$ cat src/verilog/sram_ctrl_pkg.sv
// Package with constants and carriers for the static memory controller.
package sram_ctrl_pkg;

    // ****************************************************************
    // Memory geometry.
    // ****************************************************************
    localparam int ADDR_W     = 12;                 // Address width.
    localparam int WORD_COUNT = 4096;               // Words in the memory.

    // ****************************************************************
    // Timing figures in nanoseconds and derived cycle counts.
    // ****************************************************************
    localparam int CLK_PERIOD_NS = 4;               // Clock period.
    localparam int ACCESS_NS     = 35;              // Address to data valid.
    localparam int STROBE_NS     = 20;              // Strobe low width.
    localparam int DSETUP_NS     = 20;              // Data set-up to end.
    localparam int DHOLD_NS      = 10;              // Data hold after end.
    localparam int ASETUP_NS     = 35;              // Address set-up to end.
    // Least times round up to whole cycles.
    localparam int ACCESS_CYC = (ACCESS_NS + CLK_PERIOD_NS - 1)
                                / CLK_PERIOD_NS;
    localparam int STROBE_RAW = (ASETUP_NS + CLK_PERIOD_NS - 1)
                                / CLK_PERIOD_NS;
    localparam int STROBE_CYC = (STROBE_RAW > ((STROBE_NS + DSETUP_NS
                                - STROBE_NS + CLK_PERIOD_NS - 1)
                                / CLK_PERIOD_NS)) ? STROBE_RAW
                                : (DSETUP_NS + CLK_PERIOD_NS - 1)
                                / CLK_PERIOD_NS;
    localparam int HOLD_CYC   = (DHOLD_NS + CLK_PERIOD_NS - 1)
                                / CLK_PERIOD_NS;
    localparam int CNT_W      = 4;                  // Timer width.
    localparam logic [CNT_W-1:0] CNT_ZERO = 4'h0;   // Timer reset value.

    // ****************************************************************
    // Carriers.
    // ****************************************************************
    typedef struct packed
    {
        logic              write;                   // One for a write.
        logic [ADDR_W-1:0] addr;                    // Word address.
        logic              data;                    // Write data.
    } req_s;

    typedef struct packed
    {
        logic              selectN;                 // Device select, low.
        logic              strobeN;                 // Write strobe, low.
        logic [ADDR_W-1:0] addr;                    // Address pins.
        logic              dataInPin;               // Data input pin.
    } pins_s;

    localparam pins_s PINS_IDLE = '{selectN: 1'b1, strobeN: 1'b1,
                                   addr: 12'h000, dataInPin: 1'b0};

    typedef enum logic [2:0]
    {
        ST_IDLE   = 3'b000,                         // Deselected, standby.
        ST_READ   = 3'b001,                         // Select low, wait.
        ST_WSTRB  = 3'b010,                         // Write overlap.
        ST_WHOLD  = 3'b011,                         // Data hold after end.
        ST_RDONE  = 3'b100                          // Sample read data.
    } state_e;

endpackage

$ cat src/verilog/sram_ctrl.sv
// Controller that drives an asynchronous 4096 by 1 static memory.
`timescale 1ns/1ps
// Operation
// - Select and strobe both low writes data.
// - Select low, strobe high reads word.
// - Write lasts while select and strobe overlap.
// - Hold data stable around terminating edge.
module sram_ctrl
(
    input  wire logic                       clock,      // System clock.
    input  wire logic                       rst_n,      // Reset, low.
    input  wire logic                       reqValid,   // Request offered.
    input  wire sram_ctrl_pkg::req_s        req,        // Request fields.
    output logic                            reqReady,   // Request taken.
    output logic                            rdValid,    // Read data pulse.
    output logic                            rdData,     // Read data.
    output sram_ctrl_pkg::pins_s            pins,       // Memory pins.
    input  wire logic                       dataOutPin  // Memory output.
);
    import sram_ctrl_pkg::*;

    // ****************************************************************
    // State and registers.
    // ****************************************************************
    state_e            state_q;                     // Sequencer state.
    state_e            state_d;                     // Next state.
    logic [CNT_W-1:0]  cnt_q;                       // Cycle timer.
    logic [CNT_W-1:0]  cnt_d;                       // Next timer.
    pins_s             pins_q;                      // Pin drivers.
    pins_s             pins_d;                      // Next pin values.
    logic              ready_q;                     // Ready flop.
    logic              ready_d;                     // Next ready.
    logic              rdValid_q;                   // Read pulse flop.
    logic              rdValid_d;                   // Next read pulse.
    logic              rdData_q;                    // Read data flop.
    logic              rdData_d;                    // Next read data.
    logic              doSync1_q;                   // First sync stage.
    logic              doSync2_q;                   // Second sync stage.

    // ****************************************************************
    // Helpers.
    // ****************************************************************
    // Timer reload value, sized to the counter.
    function automatic logic [CNT_W-1:0] cyc(input int n);
        cyc = n[CNT_W-1:0];
    endfunction

    // ****************************************************************
    // Input synchroniser for the memory data output.
    // ****************************************************************
    // The memory answers without our clock, so two flops precede use.
    always_ff @(posedge clock or negedge rst_n)
    begin
        if (!rst_n)
        begin
            doSync1_q <= 1'b0;
            doSync2_q <= 1'b0;
        end
        else
        begin
            doSync1_q <= dataOutPin;
            doSync2_q <= doSync1_q;
        end
    end

    // ****************************************************************
    // Sequencer next-state logic.
    // ****************************************************************
    // Reads wait access time plus two sync cycles before sampling.
    always_comb
    begin
        state_d   = state_q;
        cnt_d     = cnt_q;
        pins_d    = pins_q;
        ready_d   = 1'b0;
        rdValid_d = 1'b0;
        rdData_d  = rdData_q;
        case (state_q)
            ST_IDLE:
            begin
                // Between accesses the select is high for standby.
                pins_d.selectN = 1'b1;
                pins_d.strobeN = 1'b1;
                if (reqValid && !ready_q)
                begin
                    ready_d     = 1'b1;
                    pins_d.addr = req.addr;
                    pins_d.dataInPin = req.data;
                    pins_d.selectN = 1'b0;
                    if (req.write)
                    begin
                        // Both low opens the write overlap.
                        pins_d.strobeN = 1'b0;
                        cnt_d   = cyc(STROBE_CYC - 1);
                        state_d = ST_WSTRB;
                    end
                    else
                    begin
                        // Select low, strobe high drives the output.
                        cnt_d   = cyc(ACCESS_CYC + 1);
                        state_d = ST_READ;
                    end
                end
            end
            ST_READ:
            begin
                // Address held steady; output follows it.
                if (cnt_q == CNT_ZERO)
                begin
                    state_d = ST_RDONE;
                end
                else
                begin
                    cnt_d = cnt_q - 4'h1;
                end
            end
            ST_RDONE:
            begin
                rdData_d       = doSync2_q;
                rdValid_d      = 1'b1;
                pins_d.selectN = 1'b1;
                state_d        = ST_IDLE;
            end
            ST_WSTRB:
            begin
                if (cnt_q == CNT_ZERO)
                begin
                    // Strobe rising ends the overlap; data stays.
                    pins_d.strobeN = 1'b1;
                    cnt_d   = cyc(HOLD_CYC);
                    state_d = ST_WHOLD;
                end
                else
                begin
                    cnt_d = cnt_q - 4'h1;
                end
            end
            ST_WHOLD:
            begin
                // Address and data held past the terminating edge.
                if (cnt_q == CNT_ZERO)
                begin
                    pins_d.selectN = 1'b1;
                    state_d = ST_IDLE;
                end
                else
                begin
                    cnt_d = cnt_q - 4'h1;
                end
            end
            default:
            begin
                pins_d  = PINS_IDLE;
                state_d = ST_IDLE;
            end
        endcase
    end

    // ****************************************************************
    // Sequencer registers.
    // ****************************************************************
    always_ff @(posedge clock or negedge rst_n)
    begin
        if (!rst_n)
        begin
            state_q   <= ST_IDLE;
            cnt_q     <= CNT_ZERO;
            pins_q    <= PINS_IDLE;
            ready_q   <= 1'b0;
            rdValid_q <= 1'b0;
            rdData_q  <= 1'b0;
        end
        else
        begin
            state_q   <= state_d;
            cnt_q     <= cnt_d;
            pins_q    <= pins_d;
            ready_q   <= ready_d;
            rdValid_q <= rdValid_d;
            rdData_q  <= rdData_d;
        end
    end

    assign pins     = pins_q;
    assign reqReady = ready_q;
    assign rdValid  = rdValid_q;
    assign rdData   = rdData_q;
endmodule

$ cat config.mk
export PLATFORM = sky130hd
export DESIGN_NAME = sram_ctrl
export DESIGN_NICKNAME = d
export VERILOG_FILES = /design/src/verilog/sram_ctrl_pkg.sv /design/src/verilog/sram_ctrl.sv
export SDC_FILE = /design/constraint.sdc
export NUM_CORES = 1
export LEC_CHECK = 0
export BUFFER_PORTS_ARGS = -buffer_cell sky130_fd_sc_hd__buf_4
export CAP_MARGIN = 10
export CORE_MARGIN = 1
export CORE_UTILIZATION = 50
export DETAILED_ROUTE_END_ITERATION = 10
export PLACE_DENSITY = 0.78
export SETUP_SLACK_MARGIN = 0.3
export SLEW_MARGIN = 20
export SYNTH_ARGS = -nofsm -noshare
export SYNTH_HDL_FRONTEND = slang
export SYNTH_SLANG_ARGS = --single-unit
$ cat constraint.sdc
create_clock -name clock -period 2.2 [get_ports clock]
set_input_delay 0.22 -clock clock [delete_from_list [all_inputs] [get_ports clock]]
set_output_delay 0.22 -clock clock [all_outputs]
set_load 0.005 [all_outputs]
; ---- Word level (Yosys, flattened, before mapping)
; Cells that the tools add are included.
[op_classes]
reduce_logical = 14
n_addsub = 1
n_eq_ne = 9
mux = 20
n_bitwise = 3
[op_table]
columns = cell, count
row1 = $pmux W13 S2, 1
row2 = $mux W15, 1
row3 = $mux W3, 4
row4 = $mux W4, 3
row5 = $pmux W3 S4, 1
row6 = $pmux W4 S3, 1
row7 = $ne A2 B2 Y1 const B, 5
row8 = $eq A3 B2 Y1 const B, 2
row9 = $pmux W1 S3, 2
row10 = $reduce_and A2 Y1, 3
row11 = $mux W1, 5
row12 = $logic_not A4 Y1, 1
row13 = $mux W2, 2
row14 = $reduce_and A4 Y1, 1
row15 = $reduce_or A2 Y1, 2
row16 = $reduce_or A4 Y1, 1
row17 = $sub A4 B1 Y4 const B, 1
row18 = $eq A3 B1 Y1 const B, 1
row19 = $eq A3 B3 Y1 const B, 1
row20 = $logic_not A3 Y1, 1
row21 = $not A1 Y1, 3
row22 = $reduce_and A3 Y1, 1
row23 = $reduce_bool A3 Y1, 1
row24 = $reduce_or A3 Y1, 1
row25 = 2 further kinds, 2
[word_totals]
word_cells = 58
regBits = 27
input_bits = 18
output_inout_bits = 18

; ---- Depth between registers and ports, before layout
; Gate-level depths: netlist of run 1.
[logic_depth]
word_depth = 4
depth_mapped = 6

; ---- Worst setup path before layout of run 1
; Ideal clock, no wire load.
[synth_timing]
kind = register -> register
from = register cnt_q[0]
to = register pins_q, in the netlist pins[13]
n_path_buf = 1
stages_incl_launch_ff = 7
synth_period_minus_slack_ps = 1583
setup_ps = 76
t_arrival_ps = 1506
setup_slack_ps = 617
cell_sequence = dfrtp_1 inv_1 ha_1 or3b_1 buf_6 a211o_1 a22oi_2
[synth_between]
elab_chain_cells = 3
[synth_lines]
columns = item, line
row1 = "start, declared", sram_ctrl.sv:27  ; logic [CNT_W-1:0] cnt_q;
row2 = "start signal, assigned", sram_ctrl.sv:176  ; cnt_q <= cnt_d;
row3 = $logic_not A4 Y1, sram_ctrl.sv:126  ; if (cnt_q == CNT_ZERO)
row4 = $ne A2 B2 Y1 (no source line), n/a
row5 = $reduce_and A2 Y1 (no source line), n/a
row6 = "end signal, assigned", sram_ctrl.sv:177  ; pins_q <= pins_d;
row7 = "end, declared", sram_ctrl.sv:29  ; pins_s pins_q;
; No other way between the ends.
; A chain may end at the register's enable or synchronous reset.

; ---- Worst setup path after layout of run 1
; Ends and elaborated chain as after synthesis.

==> results of run 1 <==
timing repair:
item | CTS | global route
hold buffers | 2 | 0
setup endpoints to repair | 0 | 1
endpoints found under the hold margin | 26 | 0
gates resized for setup | 0 | 1
sequential cells by signal (all words and copies together) (netlist names):
signal,flops
doSync2_q,1
state_q,3
cnt_q,4
reqReady,1
doSync1_q,1
pins,15
rdValid,1
rdData,1
final cells by class:
type	instances	area, um2	share of cell area, %
sequential	27	678	43.5
multi-input combinational	63	497	31.9
timing repair buffer	40	305	19.6
tap	28	35.0	2.25
clock buffer	3	22.5	1.45
inverter	3	11.3	0.723
clock inverter	1	8.76	0.562
cell families after synthesis:
family          synth area share, %
compound gates                 21.9
fa+ha+maj                      2.04
buf+inv                        4.59
mux                            4.29
flops                          55.3
simple gates                   11.8
placed cells by master (no fill, tap or decap), types with 2 or more instances in the layout:
cell type / count
clkbuf_4: 3
a221oi_1: 2
nor2b_1: 4
a21oi_1: 4
o21ai_0: 2
buf_4: 38
mux2i_1: 3
nor3_1: 2
a22o_1: 13
o211ai_1: 2
nor2_1: 3
dlygate4sd3_1: 2
mux2_2: 2
nand2_1: 3
ha_1: 2
dfstp_2: 2
inv_1: 3
dfrtp_1: 25
a211oi_1: 2
where the power goes:
| part | internal, mW | total (mW) | switching [mW] |
|---|---|---|---|
| clock network | 0.0744 | 0.232 | 0.157 |
| logic | 0.480 | 0.825 | 0.345 |
| registers | 0.689 | 0.819 | 0.130 |
| total | 1.24 | 1.88 | 0.632 |
worst max-delay path: cells and delay by family, from the launching register on:
family                   cells  cell delay (ns)
AND/OR/NAND/NOR              1             0.47
buffers and inverters        1             0.12
flip-flops                   1             0.43
adder cells (fa/ha/maj)      1             0.17
AO/OA/AOI/OAI                2             0.46
worst max path at each step:
stage,startpoint,end,cells past startpoint
2_1_floorplan,cnt_q[0],pins[13],6
3_3_place_gp,cnt_q[0],pins[13],5
3_5_place_dp,cnt_q[0],pins[13],5
4_1_cts,cnt_q[0],pins[13],5
5_1_grt,cnt_q[0],pins[13],5
6_report,cnt_q[0],pins[13],5
stage by stage:
stage | hold slack (ns) | cell area (um2) | power [mW] | std cells
final | 0.0487 | 1560 | 1.88 | 165
after global routing | 0.0517 | 1560 | 2.03 | 165
after CTS | 0.0458 | 1550 | 1.88 | 165
after detailed placement | 0.150 | 1500 | 1.64 | 159
after global placement | 0.147 | 1500 | 1.62 | 159
after floorplan | -0.0756 | 1230 | 1.32 | 100
per-layer routing:
| layer | vias up | GRT usage, % |
|---|---|---|
| met3 | 4 | 3.51 |
| met2 | 31 | 35.7 |
| li1 | 446 | - |
| met4 | 0 | 10.8 |
| met5 | - | 0 |
| met1 | 456 | 28.9 |
==> reports/qor.yml, run 1 <==
initial_utilization_pct: 54.4
seq_area_frac_synth_pct: 55.3
htreeDepth: 1
place_hpwl_um: 1740
cts_made_buffers: 3
syn_inst: 100
p_leak_nw: 0.769
hold_viol: 0
setup-tns-final_ns: 0
max_stage_delay_ns: 0.47
hold_path_class: "in2reg"
setup_slack_ns: 0.490
ys_top_cells_by_count: "dfrtp_1 (25), a22o_1 (13), a21oi_1 (4), nor2b_1 (4)"
critPathArrivalTime_ns: 1.99
wl_um: 2460
fin_crit_sh_pct: 77.7
ant_nets: 0
final_util_pct: 69.1
synth_top_area_cell: "dfrtp_1"
critPathKind: "reg2reg"
n_antenna_cell: 0
syn_nets: 120
min_from: "req[13]"
rows: 17
drc_errors: 0
vdd_drop_max_mv: 0.767
grt_pass1_vias: 946
wl_met2_um: 1210
wl_met3_um: 107
reg2regPathDepth: 5
ys_ff_latch: 27
rsz0062_at_grt: "false"
syn_avg_cell_area_um2: 12.3
ys.flop_type: "dfrtp_1"
avgViaCountPerCell: 5.68
r2r_start: "cnt_q[0]"
synth_cell_types: 39
core-area_um2: 2250
cts_root_buf: "clkbuf_4"
whs_endpoint: "pins[13]"
drv_cap: 0
holdPathStages: 2
place_congestion: 0.870
worstPathCellList: "inv_1 > ha_1 > or3b_1 > a211o_1 > a22oi_2"
clkLatencyLatePin_ns: 0.33
max_freq_ghz: 0.585
pre_cts_slack_ns: 0.527
wl_per_cell_um: 14.9
worst_path_max_delay_cell: "or3b_1"
io_pins: 36
worstPathMaxFanout: 7
syn_area_um2: 1230
cts.sinks: 27
fin_nets: 158
synth.most_common_cell: "dfrtp_1"
startpoint_type: "register"
grt_overflow_total: 0
cts_tree: "yes"
synth.area.top_cells: "dfrtp_1 (51%), a22o_1 (9.3%), dfstp_2 (4.3%)"
drt_iter0_markers: 12
fin_crit_ns: 1.71
portBuffers: 35
async_reset_ff_share_pct: 100
worstPathRequired_ns: 2.48
grt_pass1_wl_um: 4220
die-area_um2: 2650
worst_pin_slew_ns: 0.588
status: "complete, no violations"
postCtsSetupBuffers: 0
setup_viol: 0
area_delta_synth_final_pct: 27.0
skew_ns: 0.00543
slew_viol_final: 0
p_per_area_nw_per_um2: 1200
drtPass1Iterations: 4
top_layer: "met4"
fillerInstances: 179
vias: 937
groute.usage.overall_pct: 22.1
rr_endpoint: "pins[13]"
cts_buffer_depth: 2
grt_max_degree: 28
wl_met1_um: 1110
synth_top_area_share_pct: 51.0
path_clk_slew_ns: 0.15
chipWidth_um: 51.5
synth_edf_count: 0
maxSlewHeadroom_pct: 60.7
layout-drive-gt1-share_pct: 37.2
antenna_found_initial: 0
critPathCaptureType: "register"
yosys_warnings: 0
worst-r2r-setup-slack_ns: 0.49
die_h_um: 51.5
Note: power is estimated with default switching activity, not from simulation.
==> run 2: changes to the inputs <==
--- a/config.mk
+++ b/config.mk
@@ -8,9 +8,9 @@
 export BUFFER_PORTS_ARGS = -buffer_cell sky130_fd_sc_hd__buf_4
 export CAP_MARGIN = 10
 export CORE_MARGIN = 1
-export CORE_UTILIZATION = 50
+export CORE_UTILIZATION = 45
 export DETAILED_ROUTE_END_ITERATION = 10
-export PLACE_DENSITY = 0.78
+export PLACE_DENSITY = 0.74
 export SETUP_SLACK_MARGIN = 0.3
 export SLEW_MARGIN = 20
 export SYNTH_ARGS = -nofsm -noshare
==> constraint.sdc (replaced) <==
create_clock -name clock -period 1.5 [get_ports clock]
set_input_delay 0.15 -clock clock [delete_from_list [all_inputs] [get_ports clock]]
set_output_delay 0.15 -clock clock [all_outputs]
set_load 0.005 [all_outputs]
==> run 2 against run 1 <==
  * The flow now finishes with violations (negative setup slack)
  * Via count rose by 12%
  * Utilization grew 2.8 points
  * Die area rose by 11%
  * Critical path type unchanged
==> reports/qor.yml, run 2 (same netlist as run 1, synthesis figures left out) <==
place_area_um2: 1580
fin_crit_sh_pct: 101
ant_nets: 0
fin_nets: 177
netSwitchingPower_mw: 1.10
cts_tree: "yes"
skew_ns: 0.00375
grt_overflow_total: 0
path_delay_family: "flip-flops"
multiInputGateArea_um2: 577
initial_utilization_pct: 48.6
place_congestion: 0.846
internal_power_mw: 2.16
portBuffers: 35
antenna_found_initial: 0
worstPathRequired_ns: 1.77
worstPathCellList: "inv_2 > ha_4 > or3b_4 > a211o_1 > a22oi_2"
groute.usage.overall_pct: 20.2
grt_pass1_vias: 924
fillerInstances: 169
setup_slack_ns: -0.0211
final_cells: 186
grt_max_degree: 28
final_common_cell: "buf_4"
vdd_drop_max_mv: 1.36
holdPathStages: 2
startpoint_type: "register"
final_util_pct: 71.9
avgViaCountPerCell: 5.65
place_hpwl_um: 1820
fin_crit_ns: 1.52
worstPathMaxFanout: 6
worst_path_max_delay_cell: "dfrtp_1"
final_cell_mix: "buf_4 (50), dfrtp_1 (22), a22o_1 (13)"
p_leak_nw: 0.878
critPathBufInv: 1
holdWs_ns: 0.0264
violations: "negative setup slack"
setup_viol: 2
drc_errors: 0
p_seq_share_pct: 37.9
r2r_start: "cnt_q[1]"
path_clk_slew_ns: 0.15
p_per_area_nw_per_um2: 1800
vias: 1050
worst_pin_slew_ns: 0.380
critPathCaptureType: "register"
drv_cap: 0
fin_area_um2: 1810
area_delta_synth_final_pct: 47.9
min_from: "req[11]"
cts_root_buf: "clkbuf_4"
dp_cells: 166
cts_buffer_depth: 2
clkLatencyLatePin_ns: 0.33
status: "finished with violations"
grt_pass1_wl_um: 4200
rr_endpoint: "pins[13]"
io_pins: 36
largest_register_ffs: 15
whs_endpoint: "pins[11]"
max_freq_ghz: 0.657
ff_latch_area_um2: 682
p_clk_share_pct: 10.1
core-area_um2: 2520
rsz0062_at_grt: "true"
maxSlewHeadroom_pct: 74.6
wl_um: 2880
drtPass1Iterations: 4
critPathKind: "reg2reg"
setup-tns-final_ns: -0.0335
layout-drive-gt1-share_pct: 53.8
htreeDepth: 1
rows: 18
drt_iter0_markers: 14
n_antenna_cell: 0
wl_per_cell_um: 15.5
chipWidth_um: 54.2
reg2regPathDepth: 5
die-area_um2: 2940
comb_power_share_pct: 52.0
worst-r2r-setup-slack_ns: -0.02
critPathArrivalTime_ns: 1.79
slew_viol_final: 0
cts.sinks: 27
cts_made_buffers: 3
hold_viol: 0
max_stage_delay_ns: 0.43
die_h_um: 54.2
hold_path_class: "in2reg"
switching_share_pct: 33.7
## run 2: cell types whose count changed in the layout (fill, tap and decap cells not counted), sizes merged
cell         before  now
buf              38   56
clkinvlp          0    1
dlygate4sd3       2    3
inv               4    3
## run 2: layout make-up
| type | instances | area share [%] |
|---|---|---|
| timing repair buffer | 59 | 26.2 |
| multi-input combinational | 63 | 31.8 |
| clock inverter | 1 | 0.414 |
| tap | 30 | 2.07 |
| sequential | 27 | 37.6 |
| clock buffer | 3 | 1.24 |
| inverter | 3 | 0.621 |
## run 2: through the flow
stage	setup slack, ns	power [mW]
2_1_floorplan	-0.00995	2.02
3_3_place_gp	0.00803	2.50
6_report	-0.0211	3.26
5_1_grt	-0.0861	3.49
3_5_place_dp	-0.0625	2.55
4_1_cts	0.000816	3.09
## run 2: repair_timing
| item | CTS | global route |
|---|---|---|
| pin swaps | 4 | 2 |
| resized for setup | 10 | 5 |
| setup endpoints to repair | 24 | 25 |
| setup buffers | 6 | 6 |
| gates cloned | 0 | 1 |
| hold buffers | 3 | 0 |
| endpoints found under the hold margin | 29 | 0 |
## run 2: routing by layer
metal,vias up,GRT usage [%],share of wire (%)
li1,489,-,-
met1,513,27.1,45
met2,41,31.9,49
met3,7,3.95,4.6
met4,0,7.69,2.1
met5,-,0,0
## run 2: worst max path at each step
stage,to,depth (start not counted),slack [ns],startpoint
3_3_place_gp,cnt_q[3],4,0.008,cnt_q[0]
2_1_floorplan,pins[13],6,-0.01,cnt_q[0]
3_5_place_dp,cnt_q[1],5,-0.06,cnt_q[1]
4_1_cts,pins[13],5,0.0008,cnt_q[1]
5_1_grt,pins[13],5,-0.09,cnt_q[1]
6_report,pins[13],5,-0.02,cnt_q[1]
## run 2: power groups by stage
stage	sequential (mW)	clock, mW	combinational (mW)
global route	1.27	0.368	1.85
global placement	1.23	0	1.27
CTS	1.24	0.338	1.51
floorplan	1.21	0	0.803
finish	1.24	0.328	1.69
detailed placement	1.24	0	1.31
## run 2: worst register-to-register path, cell delays in order, from the launching register on
cell and delay, ns:
dfrtp_1 0.43, inv_2 0.09, ha_4 0.13, or3b_4 0.42
a211o_1 0.28, a22oi_2 0.11
==> run 3: changes to the inputs <==
--- a/config.mk
+++ b/config.mk
@@ -8,9 +8,9 @@
 export BUFFER_PORTS_ARGS = -buffer_cell sky130_fd_sc_hd__buf_4
 export CAP_MARGIN = 10
 export CORE_MARGIN = 1
-export CORE_UTILIZATION = 45
+export CORE_UTILIZATION = 40
 export DETAILED_ROUTE_END_ITERATION = 10
-export PLACE_DENSITY = 0.74
+export PLACE_DENSITY = 0.67
 export SETUP_SLACK_MARGIN = 0.3
 export SLEW_MARGIN = 20
 export SYNTH_ARGS = -nofsm -noshare
==> run 3 against run 2 <==
  * Critical path depth unchanged
  * Setup slack got worse by 0.0030 ns
  * Cell count increased by 1.1%
  * Clock power about the same
  * The run still ends with negative setup slack left
  * Worst hold slack got worse by 0.0025 ns
  * Cell area increased by 3.8%
  * Sequential power about the same
==> reports/qor.yml, run 3 (same netlist as run 1, synthesis figures left out) <==
die-area_um2: 3290
drtPass1Iterations: 4
netSwitchingPower_mw: 1.12
cts_buffer_depth: 2
final_common_cell: "buf_4"
worstPathRequired_ns: 1.77
p_per_area_nw_per_um2: 1760
io_pins: 36
cts_root_buf: "clkbuf_4"
drv_cap: 0
finalPower_mw: 3.31
p_leak_nw: 0.901
clkLatencyLatePin_ns: 0.34
cts_made_buffers: 3
wl_um: 2850
internal_power_mw: 2.19
final_cell_mix: "buf_4 (48), dfrtp_1 (21), a22o_1 (13)"
portBuffers: 35
htreeDepth: 1
vias: 1032
grt_max_degree: 28
path_clk_slew_ns: 0.16
final_util_pct: 66.5
switching_share_pct: 33.9
max_freq_ghz: 0.656
path_delay_family: "flip-flops"
grt_overflow_total: 0
wl_per_cell_um: 15.2
largest_register_ffs: 15
comb_power_share_pct: 52.4
critPathBufInv: 1
chipWidth_um: 57.4
die_h_um: 57.4
hold_viol: 0
area_delta_synth_final_pct: 53.5
drt_iter0_markers: 24
fin_crit_ns: 1.52
grt_pass1_wl_um: 4760
vdd_drop_max_mv: 0.896
n_antenna_cell: 0
p_seq_share_pct: 37.7
critPathArrivalTime_ns: 1.79
status: "finished with violations"
avgViaCountPerCell: 5.49
fin_crit_sh_pct: 102
cts.sinks: 27
setup_slack_ns: -0.0242
critPathKind: "reg2reg"
place_hpwl_um: 1840
worstPathCellList: "inv_2 > ha_4 > or3b_4 > a211o_1 > a22oi_2"
startpoint_type: "register"
worst_path_max_delay_cell: "dfrtp_1"
setup_viol: 2
critPathCaptureType: "register"
max_stage_delay_ns: 0.42
core-area_um2: 2830
drc_errors: 0
worst_pin_slew_ns: 0.414
fin_nets: 178
violations: "negative setup slack"
layout-drive-gt1-share_pct: 55.4
worstPathMaxFanout: 5
ant_nets: 0
rows: 19
place_congestion: 0.827
p_clk_share_pct: 9.9
cts_tree: "yes"
rsz0062_at_grt: "true"
slew_viol_final: 0
maxSlewHeadroom_pct: 72.4
skew_ns: 0.0141
grt_pass1_vias: 1026
antenna_found_initial: 0
initial_utilization_pct: 43.3
hold_path_class: "in2reg"
groute.usage.overall_pct: 18.9
==> run 3: final cells by class <==
cell class,instances,area [um2]
clock buffers,3,22.5
clock inverters,1,7.51
fillers,201,947
inverters,3,11.3
multi-input cells,63,599
flip-flops and latches,27,683
well taps,31,38.8
repair buffers,60,519
==> run 3: final timing paths <==
path | cells past startpoint | from | end | slack, ns
min in group asynchronous | 2 | rst_n | cnt_q[3] | 0.24
worst min register to register | 0 | doSync1_q | doSync2_q | 0.37
worst max-delay path | 5 | cnt_q[1] | pins[13] | -0.02
worst min-delay path | 2 | req[5] | pins[5] | 0.02
max in group asynchronous | 2 | rst_n | pins[13] | 0.95
worst max register to register | 5 | cnt_q[1] | pins[13] | -0.02
==> run 3: repair_timing <==
action,CTS,global route
hold endpoints to repair,29,0
endpoints found under the setup margin,24,25
setup buffers,3,9
pin swaps,2,11
cloned,1,1
hold buffers,3,0
resized for setup,10,11
==> run 3: power groups by stage <==
stage          registers (mW)  logic, mW  clock network (mW)
2_1_floorplan            1.21      0.803                   0
3_3_place_gp             1.21       1.30                   0
3_5_place_dp             1.23       1.33                   0
4_1_cts                  1.23       1.53               0.336
5_1_grt                  1.28       1.88               0.372
6_report                 1.25       1.73               0.329
==> run 3: through the flow <==
stage | TNS [ns] | setup WS, ns | area, um2 | instances | hold WS (ns)
6_report | -0.0429 | -0.0242 | 1880 | 188 | 0.0240
3_3_place_gp | 0 | 0.00488 | 1600 | 167 | 0.0762
3_5_place_dp | -0.125 | -0.0417 | 1600 | 167 | 0.0819
5_1_grt | -0.257 | -0.0819 | 1880 | 188 | 0.00780
4_1_cts | -0.0318 | -0.0186 | 1760 | 178 | 0.0162
2_1_floorplan | -0.0118 | -0.00995 | 1290 | 100 | -0.146
==> run 3: metal layers <==
layer	routed length [um]	track usage (%)
met4	49	7.32
met2	1410	32.6
met5	0	0
met1	1240	23.6
met3	154	3.40
